==> src/rpf_consts.vh <==
/*
  Constants for the root port feature block: routing-ID field layout,
  access-control decisions, training symbol codes and timing counts.
  Assumes inclusion by bare name from the design files under src/.
*/
// Operation
// RULE1: Routing ID may use an eight-bit function number beyond eight functions.
// RULE2: Access control checks traffic between endpoints and between functions.
// RULE3: Each controlled TLP is forwarded, blocked or redirected by control points.
// RULE4: Each receiver lane detects and fixes swapped polarity on its own.
// RULE5: Polarity correction is applied during the lane's initial training.
// RULE6: Polarity correction is automatic with no configuration enable.
// RULE7: Polarity fix never reverses lane order or transmit/receive direction.
// RULE8: Time measurement uses transaction-layer message requests both ways.
// RULE9: Each port has its own independent time measurement enable.
// RULE10: Link-failure debug output asserts on a detected link-down event.
`ifndef RPF_CONSTS_VH
`define RPF_CONSTS_VH

// Routing ID layout: bus[15:8], then device[7:3]/function[2:0] or ARI fn[7:0].
`define RPF_RID_BUS_MSB  15
`define RPF_RID_BUS_LSB  8
`define RPF_RID_DEV_MSB  7
`define RPF_RID_DEV_LSB  3
`define RPF_RID_FN_MSB   2

// Access-control decision codes.
`define RPF_ACT_ROUTE    2'h0
`define RPF_ACT_BLOCK    2'h1
`define RPF_ACT_REDIR    2'h2

// Training symbol as received upright and with swapped wiring.
`define RPF_TS_SYM       8'h4a
`define RPF_TS_SYM_INV   8'hb5

// Symbols in a row that must match before the lane is declared trained.
`define RPF_TS_NEED      4'h8

// Minimum link-down debug pulse and the core clock period, in nanoseconds.
`define RPF_LDN_NS       1000
`define RPF_CLK_NS       25

// PTM message codes carried in the message-request code field.
`define RPF_MSG_PTM_REQ  8'h52
`define RPF_MSG_PTM_RSP  8'h53
`define RPF_MSG_PTM_RSPD 8'h53

`endif

==> src/rpf_lane_pol.v <==
/*
  Per-lane receiver polarity detector and corrector.
  Assumes 8-bit parallel symbols from a deserialiser on core_clk, and a
  training flag from the link state logic on the same clock.
*/
`timescale 1ns/1ps
`include "rpf_consts.vh"

module rpf_lane_pol (
  input  wire       core_clk,
  input  wire       rst_n,
  input  wire       train,
  input  wire       sym_vld,
  input  wire [7:0] sym_in,
  output reg  [7:0] sym_out,
  output reg        sym_out_vld,
  output reg        inv_q,
  output reg        locked_q
);

  reg [3:0] run_q;
  wire      up_hit  = (sym_in == `RPF_TS_SYM);
  wire      inv_hit = (sym_in == `RPF_TS_SYM_INV);

  // The decision is frozen once locked so noise after training cannot flip
  // a good lane; only reset clears the lock, a new training pass does not.
  always @(posedge core_clk or negedge rst_n) begin
    if (!rst_n) begin
      inv_q       <= 1'b0;
      locked_q    <= 1'b0;
      run_q       <= 4'h0;
      sym_out     <= 8'h00;
      sym_out_vld <= 1'b0;
    end else begin
      sym_out_vld <= sym_vld;
      if (sym_vld)
        sym_out <= inv_q ? ~sym_in : sym_in; // RULE4
      if (!train) begin
        run_q <= 4'h0;
      end else if (!locked_q && sym_vld) begin // RULE5
        if (up_hit || inv_hit) begin
          if (inv_hit != inv_q) begin
            inv_q <= inv_hit; // RULE6
            run_q <= 4'h1;
          end else if (run_q == `RPF_TS_NEED - 4'h1) begin
            locked_q <= 1'b1;
          end else begin
            run_q <= run_q + 4'h1;
          end
        end else begin
          run_q <= 4'h0;
        end
      end
      if (train && !locked_q && !sym_vld)
        locked_q <= locked_q;
      if (!train && locked_q && !sym_vld)
        locked_q <= locked_q;
    end
  end

endmodule // rpf_lane_pol

==> src/rpf_root_port.v <==
/*
  Root port feature logic: routing-ID interpretation, access-control
  decisions, per-lane polarity correction, PTM message steering and the
  link-down debug output.
  Assumes a TLP header presented as a one-cycle valid strobe, lane symbols
  already aligned to core_clk, and link state from the same clock domain.
  Configuration inputs are static straps from the port's config space.
*/
`timescale 1ns/1ps
`include "rpf_consts.vh"

module rpf_root_port #(
  parameter LANES  = 4,
  parameter LDN_NS = `RPF_LDN_NS
) (
  input  wire               core_clk,
  input  wire               rst_n,
  input  wire               ari_en,
  input  wire               acs_en,
  input  wire               acs_redir_en,
  input  wire               acs_p2p_block,
  input  wire [7:0]         sec_bus,
  input  wire               ptm_en,
  input  wire               tlp_vld,
  input  wire [15:0]        tlp_req_id,
  input  wire [15:0]        tlp_dst_id,
  input  wire               tlp_is_msg,
  input  wire [7:0]         tlp_msg_code,
  input  wire               train,
  input  wire [LANES-1:0]   sym_vld,
  input  wire [LANES*8-1:0] sym_in,
  input  wire               link_up,
  input  wire               l1ss_exit,
  output reg                dec_vld_q,
  output reg  [1:0]         dec_act_q,
  output reg  [7:0]         dst_fn_q,
  output reg  [4:0]         dst_dev_q,
  output reg                ptm_msg_q,
  output reg  [LANES*8-1:0] sym_out_q,
  output reg  [LANES-1:0]   sym_out_vld_q,
  output reg  [LANES-1:0]   lane_inv_q,
  output reg  [LANES-1:0]   lane_lock_q,
  output reg                link_down_q
);

  localparam integer LDN_CYC_I =
    ((LDN_NS + `RPF_CLK_NS - 1) / `RPF_CLK_NS) < 1 ? 1 :
    (LDN_NS + `RPF_CLK_NS - 1) / `RPF_CLK_NS;
  localparam [15:0]  LDN_CYC   = LDN_CYC_I[15:0];

  // Routing-ID decode. With ARI the device field is folded into an eight-bit
  // function number, so a device below the port may expose up to 256.
  wire [7:0] dst_bus = tlp_dst_id[`RPF_RID_BUS_MSB:`RPF_RID_BUS_LSB];
  wire [7:0] req_bus = tlp_req_id[`RPF_RID_BUS_MSB:`RPF_RID_BUS_LSB];
  wire [7:0] dst_fn  = ari_en ? tlp_dst_id[`RPF_RID_DEV_MSB:0] // RULE1
                              : {5'h00, tlp_dst_id[`RPF_RID_FN_MSB:0]};
  wire [4:0] dst_dev = ari_en ? 5'h00
                       : tlp_dst_id[`RPF_RID_DEV_MSB:`RPF_RID_DEV_LSB];

  // Peer traffic: both ends below this port but a different function or
  // endpoint; that includes two functions of one multi-function device.
  wire peer = (dst_bus == sec_bus) && (req_bus == sec_bus) &&
              (tlp_dst_id != tlp_req_id); // RULE2

  wire is_ptm = tlp_is_msg && ((tlp_msg_code == `RPF_MSG_PTM_REQ) ||
                               (tlp_msg_code == `RPF_MSG_PTM_RSP));

  reg [1:0] act_d;
  always @* begin
    act_d = `RPF_ACT_ROUTE;
    if (acs_en && peer) begin // RULE3
      if (acs_redir_en)
        act_d = `RPF_ACT_REDIR;
      else if (acs_p2p_block)
        act_d = `RPF_ACT_BLOCK;
    end
    // PTM messages are dropped while this port's enable is off.
    if (is_ptm && !ptm_en) // RULE9
      act_d = `RPF_ACT_BLOCK;
  end

  always @(posedge core_clk or negedge rst_n) begin
    if (!rst_n) begin
      dec_vld_q <= 1'b0;
      dec_act_q <= `RPF_ACT_ROUTE;
      dst_fn_q  <= 8'h00;
      dst_dev_q <= 5'h00;
      ptm_msg_q <= 1'b0;
    end else begin
      dec_vld_q <= tlp_vld;
      if (tlp_vld) begin
        dec_act_q <= act_d;
        dst_fn_q  <= dst_fn;
        dst_dev_q <= dst_dev;
        ptm_msg_q <= is_ptm && ptm_en; // RULE8
      end
    end
  end

  // Each lane has its own detector; lane index is kept as wired so lane
  // order and direction are never touched by the correction.
  wire [LANES*8-1:0] lp_sym;
  wire [LANES-1:0]   lp_vld;
  wire [LANES-1:0]   lp_inv;
  wire [LANES-1:0]   lp_lock;
  genvar g;
  generate
    for (g = 0; g < LANES; g = g + 1) begin : g_lane
      rpf_lane_pol u_pol (
        .core_clk    (core_clk),
        .rst_n       (rst_n),
        .train       (train),
        .sym_vld     (sym_vld[g]),
        .sym_in      (sym_in[g*8 +: 8]), // RULE7
        .sym_out     (lp_sym[g*8 +: 8]),
        .sym_out_vld (lp_vld[g]),
        .inv_q       (lp_inv[g]),
        .locked_q    (lp_lock[g])
      );
    end
  endgenerate

  always @(posedge core_clk or negedge rst_n) begin
    if (!rst_n) begin
      sym_out_q     <= {LANES*8{1'b0}};
      sym_out_vld_q <= {LANES{1'b0}};
      lane_inv_q    <= {LANES{1'b0}};
      lane_lock_q   <= {LANES{1'b0}};
    end else begin
      sym_out_q     <= lp_sym; // RULE4
      sym_out_vld_q <= lp_vld;
      lane_inv_q    <= lp_inv;
      lane_lock_q   <= lp_lock;
    end
  end

  // Link-down: a fall of link_up, or an L1 sub-state exit that does not
  // bring the link back up. The output is stretched so a slow debug pin
  // sampler cannot miss a one-cycle event.
  reg        up_q;
  reg        l1_wait_q;
  reg [15:0] ldn_cnt_q;
  wire       ldn_evt = (up_q && !link_up) || (l1_wait_q && !train &&
                                               !link_up);
  always @(posedge core_clk or negedge rst_n) begin
    if (!rst_n) begin
      up_q        <= 1'b0;
      l1_wait_q   <= 1'b0;
      ldn_cnt_q   <= 16'h0000;
      link_down_q <= 1'b0;
    end else begin
      up_q <= link_up;
      if (l1ss_exit)
        l1_wait_q <= 1'b1;
      else if (link_up || ldn_evt)
        l1_wait_q <= 1'b0;
      if (ldn_evt) begin // RULE10
        ldn_cnt_q   <= LDN_CYC;
        link_down_q <= 1'b1;
      end else if (ldn_cnt_q > 16'h0001) begin
        ldn_cnt_q   <= ldn_cnt_q - 16'h0001;
      end else begin
        ldn_cnt_q   <= 16'h0000;
        link_down_q <= 1'b0;
      end
    end
  end

endmodule // rpf_root_port

==> config.mk <==
export PLATFORM = sky130hd
export DESIGN_NAME = rpf_root_port
export DESIGN_NICKNAME = d
export VERILOG_FILES = /design/src/rpf_lane_pol.v /design/src/rpf_root_port.v
export VERILOG_INCLUDE_DIRS = /design/src /design/src/src
export SDC_FILE = /design/constraint.sdc
export NUM_CORES = 1
export LEC_CHECK = 0
export BUFFER_PORTS_ARGS = -buffer_cell sky130_fd_sc_hd__buf_4
export CAP_MARGIN = 25
export CORE_ASPECT_RATIO = 1.75
export CORE_MARGIN = 5
export CORE_UTILIZATION = 48
export CTS_CLUSTER_SIZE = 25
export DETAILED_ROUTE_END_ITERATION = 7
export HOLD_SLACK_MARGIN = 0.08
export PLACE_DENSITY = 0.81
export SYNTH_ARGS = -nofsm -noshare
export SYNTH_HDL_FRONTEND = slang
export SYNTH_SLANG_ARGS = --single-unit
==> constraint.sdc <==
create_clock -name core_clk -period 1.7 [get_ports core_clk]
set_clock_uncertainty 0.05 [all_clocks]
set_input_delay 0 -clock core_clk [delete_from_list [all_inputs] [get_ports core_clk]]
set_output_delay 0 -clock core_clk [all_outputs]
set_load 0.03 [all_outputs]
==> Yosys cells after proc, flatten, opt, wreduce, memory -nomap -nowiden <==
Index checks and enable logic that the tools add are counted.
{ "totals": {"reg_bits": 140, "word_cells": 181, "in_bits": 96, "out_inout_bits": 62} }
{ "classes": {"n_bitwise": 16, "mux": 36, "order_cmp": 1, "eq_ne": 30, "n_reduce_logical": 60, "addsub": 5} }
{ "ops": {"columns": ["cell", "count"], "rows": [
  ["$mux 4", 20],
  ["$eq 8x7->1 const B", 6],
  ["$mux 8", 5],
  ["$eq 8x8->1 const B", 4],
  ["$mux 16", 2],
  ["$not 8->8", 4],
  ["$logic_and 1x1->1", 29],
  ["$reduce_and 7->1", 4],
  ["$add 4x1->4 const B", 4],
  ["$eq 4x3->1 const B", 4],
  ["$eq 8x8->1", 2],
  ["$gt 16x1->1 const B", 1],
  ["$ne 16x16->1", 1],
  ["$ne 4x4->1 const B", 4],
  ["$reduce_and 4->1", 4],
  ["$sub 16x1->16 const B", 1],
  ["$not 1->1", 12],
  ["$logic_not 1->1", 11],
  ["$ne 2x1->1 const B", 4],
  ["$reduce_and 2->1", 4],
  ["$logic_or 1x1->1", 7],
  ["$mux 2", 3],
  ["$mux 1", 5],
  ["$mux 5", 1],
  ["3 further kinds", 6]
]} }

==> Depth between registers and ports, before layout <==
Gate-level depths: netlist of run 1.
{ "logic_depth": {"ltp_word": 7, "ltp_mapped": 9, "mapped_depth_nobuf": 7} }

==> Hierarchy <==
Synthesis of run 1 repeated with hierarchy kept, for this count alone.
{ "unflattened": {"hier_cells": 580, "area_unflattened_um2": 6321.1} }
{ "by_module_without_submodules": {"columns": ["module", "seq_area_each_um2", "n_inst", "area_per_inst_um2", "cells_each"], "rows": [
  ["rpf_lane_pol", 375.4, 4, 835.8, 85],
  ["rpf_root_port", 2001.9, 1, 2977.9, 240]
]} }

==> Least setup slack after synthesis of run 1 <==
No wires, ideal clock.
{ "synth_timing": {"path_kind": "reg2reg", "start": "register ldn_cnt_q[4]", "end": "register ldn_cnt_q[13]", "path_slack_ps": -175, "arrival_ps": 1748, "n_path_buf": 0, "path_stages_with_launch": 6, "setup_ps": 78, "period_less_slack_ps": 1875, "required_ps": 1572, "path_cell_list": "dfrtp_1 or3_4 nor4_4 nand3_2 or4_1 a21oi_1"} }
{ "synth_via": {"elab_chain_cells": 3, "elab_cells_between_ends": 4, "cone_classes": "1 x add/sub; 1 x order compare; 2 x mux"} }
{ "synth_rtl": {"columns": ["item", "line", "rtl"], "rows": [
  ["start, declared", "rpf_root_port.v:142", "reg [15:0] ldn_cnt_q;"],
  ["start signal, assigned", "rpf_root_port.v:161", "ldn_cnt_q <= ldn_cnt_q - 16'h0001;"],
  ["$sub 16x1->16 or $gt 16x1->1 (tied branches)", "rpf_root_port.v:161, rpf_root_port.v:160", null],
  ["$mux 16 *", "rpf_root_port.v:160", "end else if (ldn_cnt_q > 16'h0001) begin"],
  ["$mux 16 *", "rpf_root_port.v:157", "if (ldn_evt) begin"]
]} }
Every way passes the cells marked *; elsewhere a longest branch is shown, timed or not.
A chain may end at the register's enable or synchronous reset.

==> Worst setup path after layout of run 1 <==
{ "layout_timing": {"start": "register ldn_cnt_q[4]", "end": "register ldn_cnt_q[11]"} }
The elaborated chain is that of the path after synthesis.

==> impl_metrics.json, run 1 <==
{
  "status": "finished, violations left",
  "violations": "negative setup slack",
  "numPortBuffers": 156,
  "fin_area_um2": 9176,
  "layout_common_cells": "186 x buf_4, 139 x dfrtp_1, 76 x dlygate4sd3_1",
  "postPlaceCellArea_um2": 7589,
  "drtPass1Iterations": 5,
  "clockRootBuffer": "clkbuf_16",
  "m1WireLength_um": 6711,
  "numCtsBuffers": 17,
  "h-tree-depth": 4,
  "period_needed_ps": 1974,
  "met2WireLength_um": 11190,
  "mostFrequentLayoutCell": "buf_4",
  "reg2reg_slack_ps": -270,
  "seq_area_um2": 3505,
  "async_reset_ff_frac": 1.000,
  "max_freq_mhz": 506.6,
  "track_usage": 0.2477,
  "start_kind": "register",
  "clkTransAtPathRegs_ps": 60,
  "cts_max_path_buffers": 2,
  "syn_nets": 675,
  "nets": 940,
  "cpLargestDelayFamily": "simple AND/OR/NAND/NOR gates",
  "relSlewSlack": 0.5755,
  "hold_violations": 0,
  "worst_pin_slew_ps": 634.6,
  "crit_buf_inv": 3,
  "grt_max_degree": 49,
  "holdWs_ps": 104.5,
  "diodes": 0,
  "crit_required_ps": 1940,
  "clock-sinks": 140,
  "p_leak_nw": 4.111,
  "die_w_um": 95.22,
  "preCtsSetupSlack_ps": -186.7,
  "dp_hpwl_um": 11560,
  "fp.coreArea_um2": 12500,
  "first_global_vias": 5962,
  "synth_cell_type_count": 52,
  "io_pins": 158,
  "path_common_cell": "buf_4",
  "design.die.area_um2": 15150,
  "fillerInstances": 734,
  "rows": 54,
  "drive_above_1_share": 0.3118,
  "avgRoutedWirePerCell_um": 19.59,
  "crit_slowest_cell": "or3_4",
  "drv_slew": 0,
  "die_h_um": 159.1,
  "grt_pass1_wl_um": 29410,
  "ant_nets": 0,
  "slowest_delay_ps": 410,
  "ys.flop_type": "dfrtp_1",
  "crit_chain": "or3_4, nor4_4, buf_4, buf_6, nand4_1, buf_4, nand2_8, nor2_1",
  "routed_wl_um": 19940,
  "syn_area_per_cell_um2": 10.65,
  "gp_congestion": 0.8030,
  "critPathKind": "reg2reg",
  "antenna_found_initial": 0,
  "setup_viol_count_final": 19,
  "syn_to_final_growth_pct": 50.44,
  "power_mw": 9.125,
  "max_cap_violations": 0,
  "num_vias": 5679,
  "dr.first_iter.drc_count": 441,
  "endpoint_kind": "register",
  "synth_seq_cells": 140,
  "p_per_area_nw_per_um2": 994.5,
  "arrival_ps": 2210,
  "setup_ws_ps": -273.9,
  "fin_crit_sh": 1.161,
  "start_util": 0.4880,
  "clk_latency_ps": 410,
  "ir_drop_v": 0.0007428,
  "rsz0062_at_grt": "yes",
  "syn_inst": 573,
  "top_layer_used": "met4",
  "viasPerCell": 5.579,
  "synth_edf_count": 0,
  "cts_tree": "done",
  "drc": 0,
  "ys_seq_area_frac": 0.5744,
  "grt_overflow": 0,
  "critical_path.max_fanout": 7,
  "final_core_util": 0.7341,
  "syn_area_um2": 6100,
  "multi_input_area_um2": 2605,
  "met3_length_um": 1228,
  "worstHoldPathType": "in2reg",
  "yosysWarnings": 0
}
## per-stage QoR
stage | setup TNS, ps | cells
2_1_floorplan | -605.9 | 573
3_5_place_dp | -2419 | 896
5_1_grt | -5464 | 1018
4_1_cts | -2223 | 1010
3_3_place_gp | -1339 | 896
6_report | -3478 | 1018
## power by group
part           switching [mW]  internal [mW]
Sequential              0.214           3.61
Clock                    1.35           2.03
Combinational            1.05          0.873
## sequential cells by signal (all words and copies together), names as in the netlist, 2 cells and up
register                  count
g_lane.u_pol.inv_q            4
ldn_cnt_q                    16
g_lane.u_pol.sym_out_vld      4
dst_dev_q                     5
dec_act_q                     2
sym_out_vld_q                 4
sym_out_q                    32
dst_fn_q                      8
g_lane.u_pol.run_q           16
g_lane.u_pol.sym_out         32
lane_inv_q                    4
lane_lock_q                   4
g_lane.u_pol.locked_q         4
## worst paths after layout
| kind | start | to | depth (start not counted) |
|---|---|---|---|
| min reg2reg | g_lane[0].u_pol.sym_out_vld | sym_out_vld_q[0] | 0 |
| max reg2reg | ldn_cnt_q[4] | ldn_cnt_q[11] | 8 |
| min in group asynchronous | rst_n | sym_out_q[29] | 3 |
| max | ldn_cnt_q[4] | ldn_cnt_q[11] | 8 |
| min | tlp_req_id[14] | dec_act_q[0] | 6 |
| max in group asynchronous | rst_n | g_lane[3].u_pol.run_q[0] | 4 |
## kinds of logic (layout without fill, tap and decap cells)
family                     after synthesis  after routing  synth area share
adders and majority gates                6              6           0.01231
AOI/OAI and AO/OA                      102            102           0.09908
xor gates and xnor gates                62             62           0.08903
and+or+nand+nor                        215            216            0.1881
muxes                                    6              6           0.01087
buffers and inverters                   42            318           0.02625
DFF                                    140            140            0.5744
## cell usage after synthesis (7+ instances only)
cell type / count / share of area
a21oi_1: 49 / 0.040
clkbuf_1: 17 / 0.010
dfrtp_1: 140 / 0.57
inv_1: 19 / 0.012
nand2_1: 32 / 0.020
nand3_1: 28 / 0.023
nand4_1: 10 / 0.010
nor2_1: 65 / 0.040
nor2b_1: 8 / 0.0082
nor3_1: 17 / 0.014
nor4_1: 7 / 0.0072
nor4bb_1: 7 / 0.011
o21ai_0: 19 / 0.016
xnor2_1: 37 / 0.053
xor2_1: 25 / 0.036
## what timing repair did
| action | 4_1_cts | 5_1_grt |
|---|---|---|
| cloned | 0 | 1 |
| setup buffers | 2 | 12 |
| hold endpoints to repair | 221 | 4 |
| hold buffers | 81 | 3 |
| pin swaps | 6 | 15 |
| gates resized for setup | 9 | 35 |
| setup endpoints to repair | 19 | 37 |
## tightest hold or removal path, delay by kind of cell
family	cells	cell delay, ps
AOI/OAI and AO/OA	1	50
and+or+nand+nor	4	360
buffers and inverters	1	110
## routing by layer
| metal | GRT usage | vias up |
|---|---|---|
| li1 | - | 2533 |
| met3 | 0.05390 | 75 |
| met2 | 0.4657 | 272 |
| met5 | 0 | - |
| met1 | 0.2547 | 2799 |
| met4 | 0.1005 | 0 |
## layout make-up
type / instances / area share
Clock buffer: 19 / 0.04827
Clock inverter: 12 / 0.01091
Timing Repair Buffer: 268 / 0.2443
Inverter: 19 / 0.007772
Tap cell: 168 / 0.02291
Multi-Input combinational cell: 392 / 0.2839
Sequential cell: 140 / 0.3819
(Power assumes the default switching activity.)
==> run 2: changes to the inputs <==
Settings changed: CORE_MARGIN 5 to default.
==> impl_metrics.json, run 2 (synthesis gave the netlist of run 1 again) <==
{
  "dr.first_iter.drc_count": 256,
  "cts_tree": "done",
  "drtPass1Iterations": 4,
  "violations": "negative setup slack",
  "sw_frac_of_total": 0.2762,
  "syn_to_final_growth_pct": 50.19,
  "rows": 54,
  "antenna_found_initial": 0,
  "p_leak_nw": 4.102,
  "fin_area_um2": 9161,
  "use_met3": 0.06866,
  "crit_required_ps": 1930,
  "worst_pin_slew_ps": 910.1,
  "grt_overflow": 0,
  "relSlewSlack": 0.3912,
  "endpoint_kind": "register",
  "mostFrequentLayoutCell": "buf_4",
  "clkTransAtPathRegs_ps": 60,
  "die_h_um": 151.1,
  "ant_nets": 0,
  "grt_pass1_wl_um": 27010,
  "routed_wl_um": 17120,
  "r2r-start": "ldn_cnt_q[4]",
  "num_vias": 5419,
  "die_w_um": 87.22,
  "nets": 937,
  "arrival_ps": 2100,
  "clk_latency_ps": 410,
  "critical_path.max_fanout": 3,
  "ir_drop_v": 0.0007643,
  "period_needed_ps": 1878,
  "p_per_area_nw_per_um2": 1006,
  "postPlaceCellArea_um2": 7604,
  "top_usage_layer": "met2",
  "critPathKind": "reg2reg",
  "status": "finished, violations left",
  "worstHoldPathType": "in2async",
  "start_util": 0.4906,
  "gp_congestion": 0.8035,
  "io_pins": 158,
  "layout_common_cells": "178 x buf_4, 140 x dfrtp_1, 80 x dlygate4sd3_1",
  "setup_viol_count_final": 11,
  "diodes": 0,
  "largestRegisters": "g_lane.u_pol.sym_out (32), sym_out_q (32)",
  "clock-sinks": 140,
  "pwr-share-seq": 0.413,
  "max_cap_violations": 0,
  "critPathLaunch": "ldn_cnt_q[4]",
  "first_global_vias": 5822,
  "switchingPower_mw": 2.546,
  "drv_slew": 0,
  "numCtsBuffers": 17,
  "dp_hpwl_um": 10530,
  "power_mw": 9.218,
  "hold_violations": 0,
  "setup_ws_ps": -177.7,
  "final_core_util": 0.7369,
  "avgRoutedWirePerCell_um": 16.87,
  "clkPwrFrac": 0.390,
  "viasPerCell": 5.339,
  "rsz0062_at_grt": "yes",
  "met1_usage": 0.2679,
  "holdWs_ps": 130.6,
  "cts_max_path_buffers": 2,
  "preCtsSetupSlack_ps": -84.68,
  "clockRootBuffer": "clkbuf_16",
  "internal_power_mw": 6.672,
  "design.die.area_um2": 13180,
  "drc": 0,
  "numPortBuffers": 156,
  "met2_usage": 0.5110,
  "max_freq_mhz": 532.6,
  "drive_above_1_share": 0.2916,
  "start_kind": "register",
  "h-tree-depth": 4,
  "grt_max_degree": 49,
  "p_comb_frac": 0.197,
  "fp.coreArea_um2": 12430,
  "fin_crit_sh": 1.105,
  "track_usage": 0.2686
}
[run 2: changes by cell type in the layout (fill, tap and decap cells not counted), moves of 3 or more]
cell           previous run  this run
inv_6                     0         3
nor2_2                    3         0
clkinv_2                  6         1
nor2_1                   60        65
dlygate4sd3_1            76        80
buf_4                   186       178
[run 2: cell type report]
class                           count  area, um2
Fill cell                         776       3271
Clock buffer                       19      442.9
Inverter                           19      71.32
Sequential cell                   140       3503
Timing Repair Buffer              265       2235
Tap cell                          168      210.2
Clock inverter                     12      138.9
Multi-Input combinational cell    392       2560
[run 2: power groups by stage]
stage | clock network [mW] | logic, mW | registers [mW]
3_3_place_gp | 0 | 1.51 | 3.83
6_report | 3.59 | 1.82 | 3.81
2_1_floorplan | 0 | 0.598 | 4.05
4_1_cts | 3.65 | 1.76 | 3.80
5_1_grt | 3.79 | 1.96 | 3.84
3_5_place_dp | 0 | 1.57 | 3.85
[run 2: routing by layer]
metal	share of wire	up-vias	wire length, um
li1	-	2530	-
met1	0.35	2642	6045
met2	0.56	208	9663
met3	0.053	39	902
met4	0.030	0	513
met5	0	-	0
[run 2: worst paths after layout]
path,to,slack [ps],cells past startpoint
setup / recovery,ldn_cnt_q[13],-180,6
min in group core_clk,dec_act_q[1],130,4
hold reg to reg,sym_out_vld_q[3],300,0
hold / removal,g_lane[1].u_pol.inv_q,130,3
setup reg to reg,ldn_cnt_q[13],-180,6
max in group asynchronous,sym_out_vld_q[2],250,3
[run 2: what timing repair did]
action,CTS,global route
pin swaps,7,8
hold buffers,84,3
endpoints found under the setup margin,14,34
hold endpoints to repair,221,4
cloned,1,0
setup buffers,2,2
resized for setup,5,26
[run 2: worst max-delay path: stages (launching register included)]
cell,delay [ps]
dfrtp_1,370
or3_4,410
nor4_4,220
nand3_2,130
buf_4,160
o31ai_1,310
a21oi_2,100
[run 2: through the flow]
step                      setup TNS (ps)  std cells
after global routing               -2204       1015
after CTS                         -125.8       1016
after detailed placement          -509.9        898
after floorplan                   -605.9        573
final                             -368.8       1015
after global placement            -56.68        898
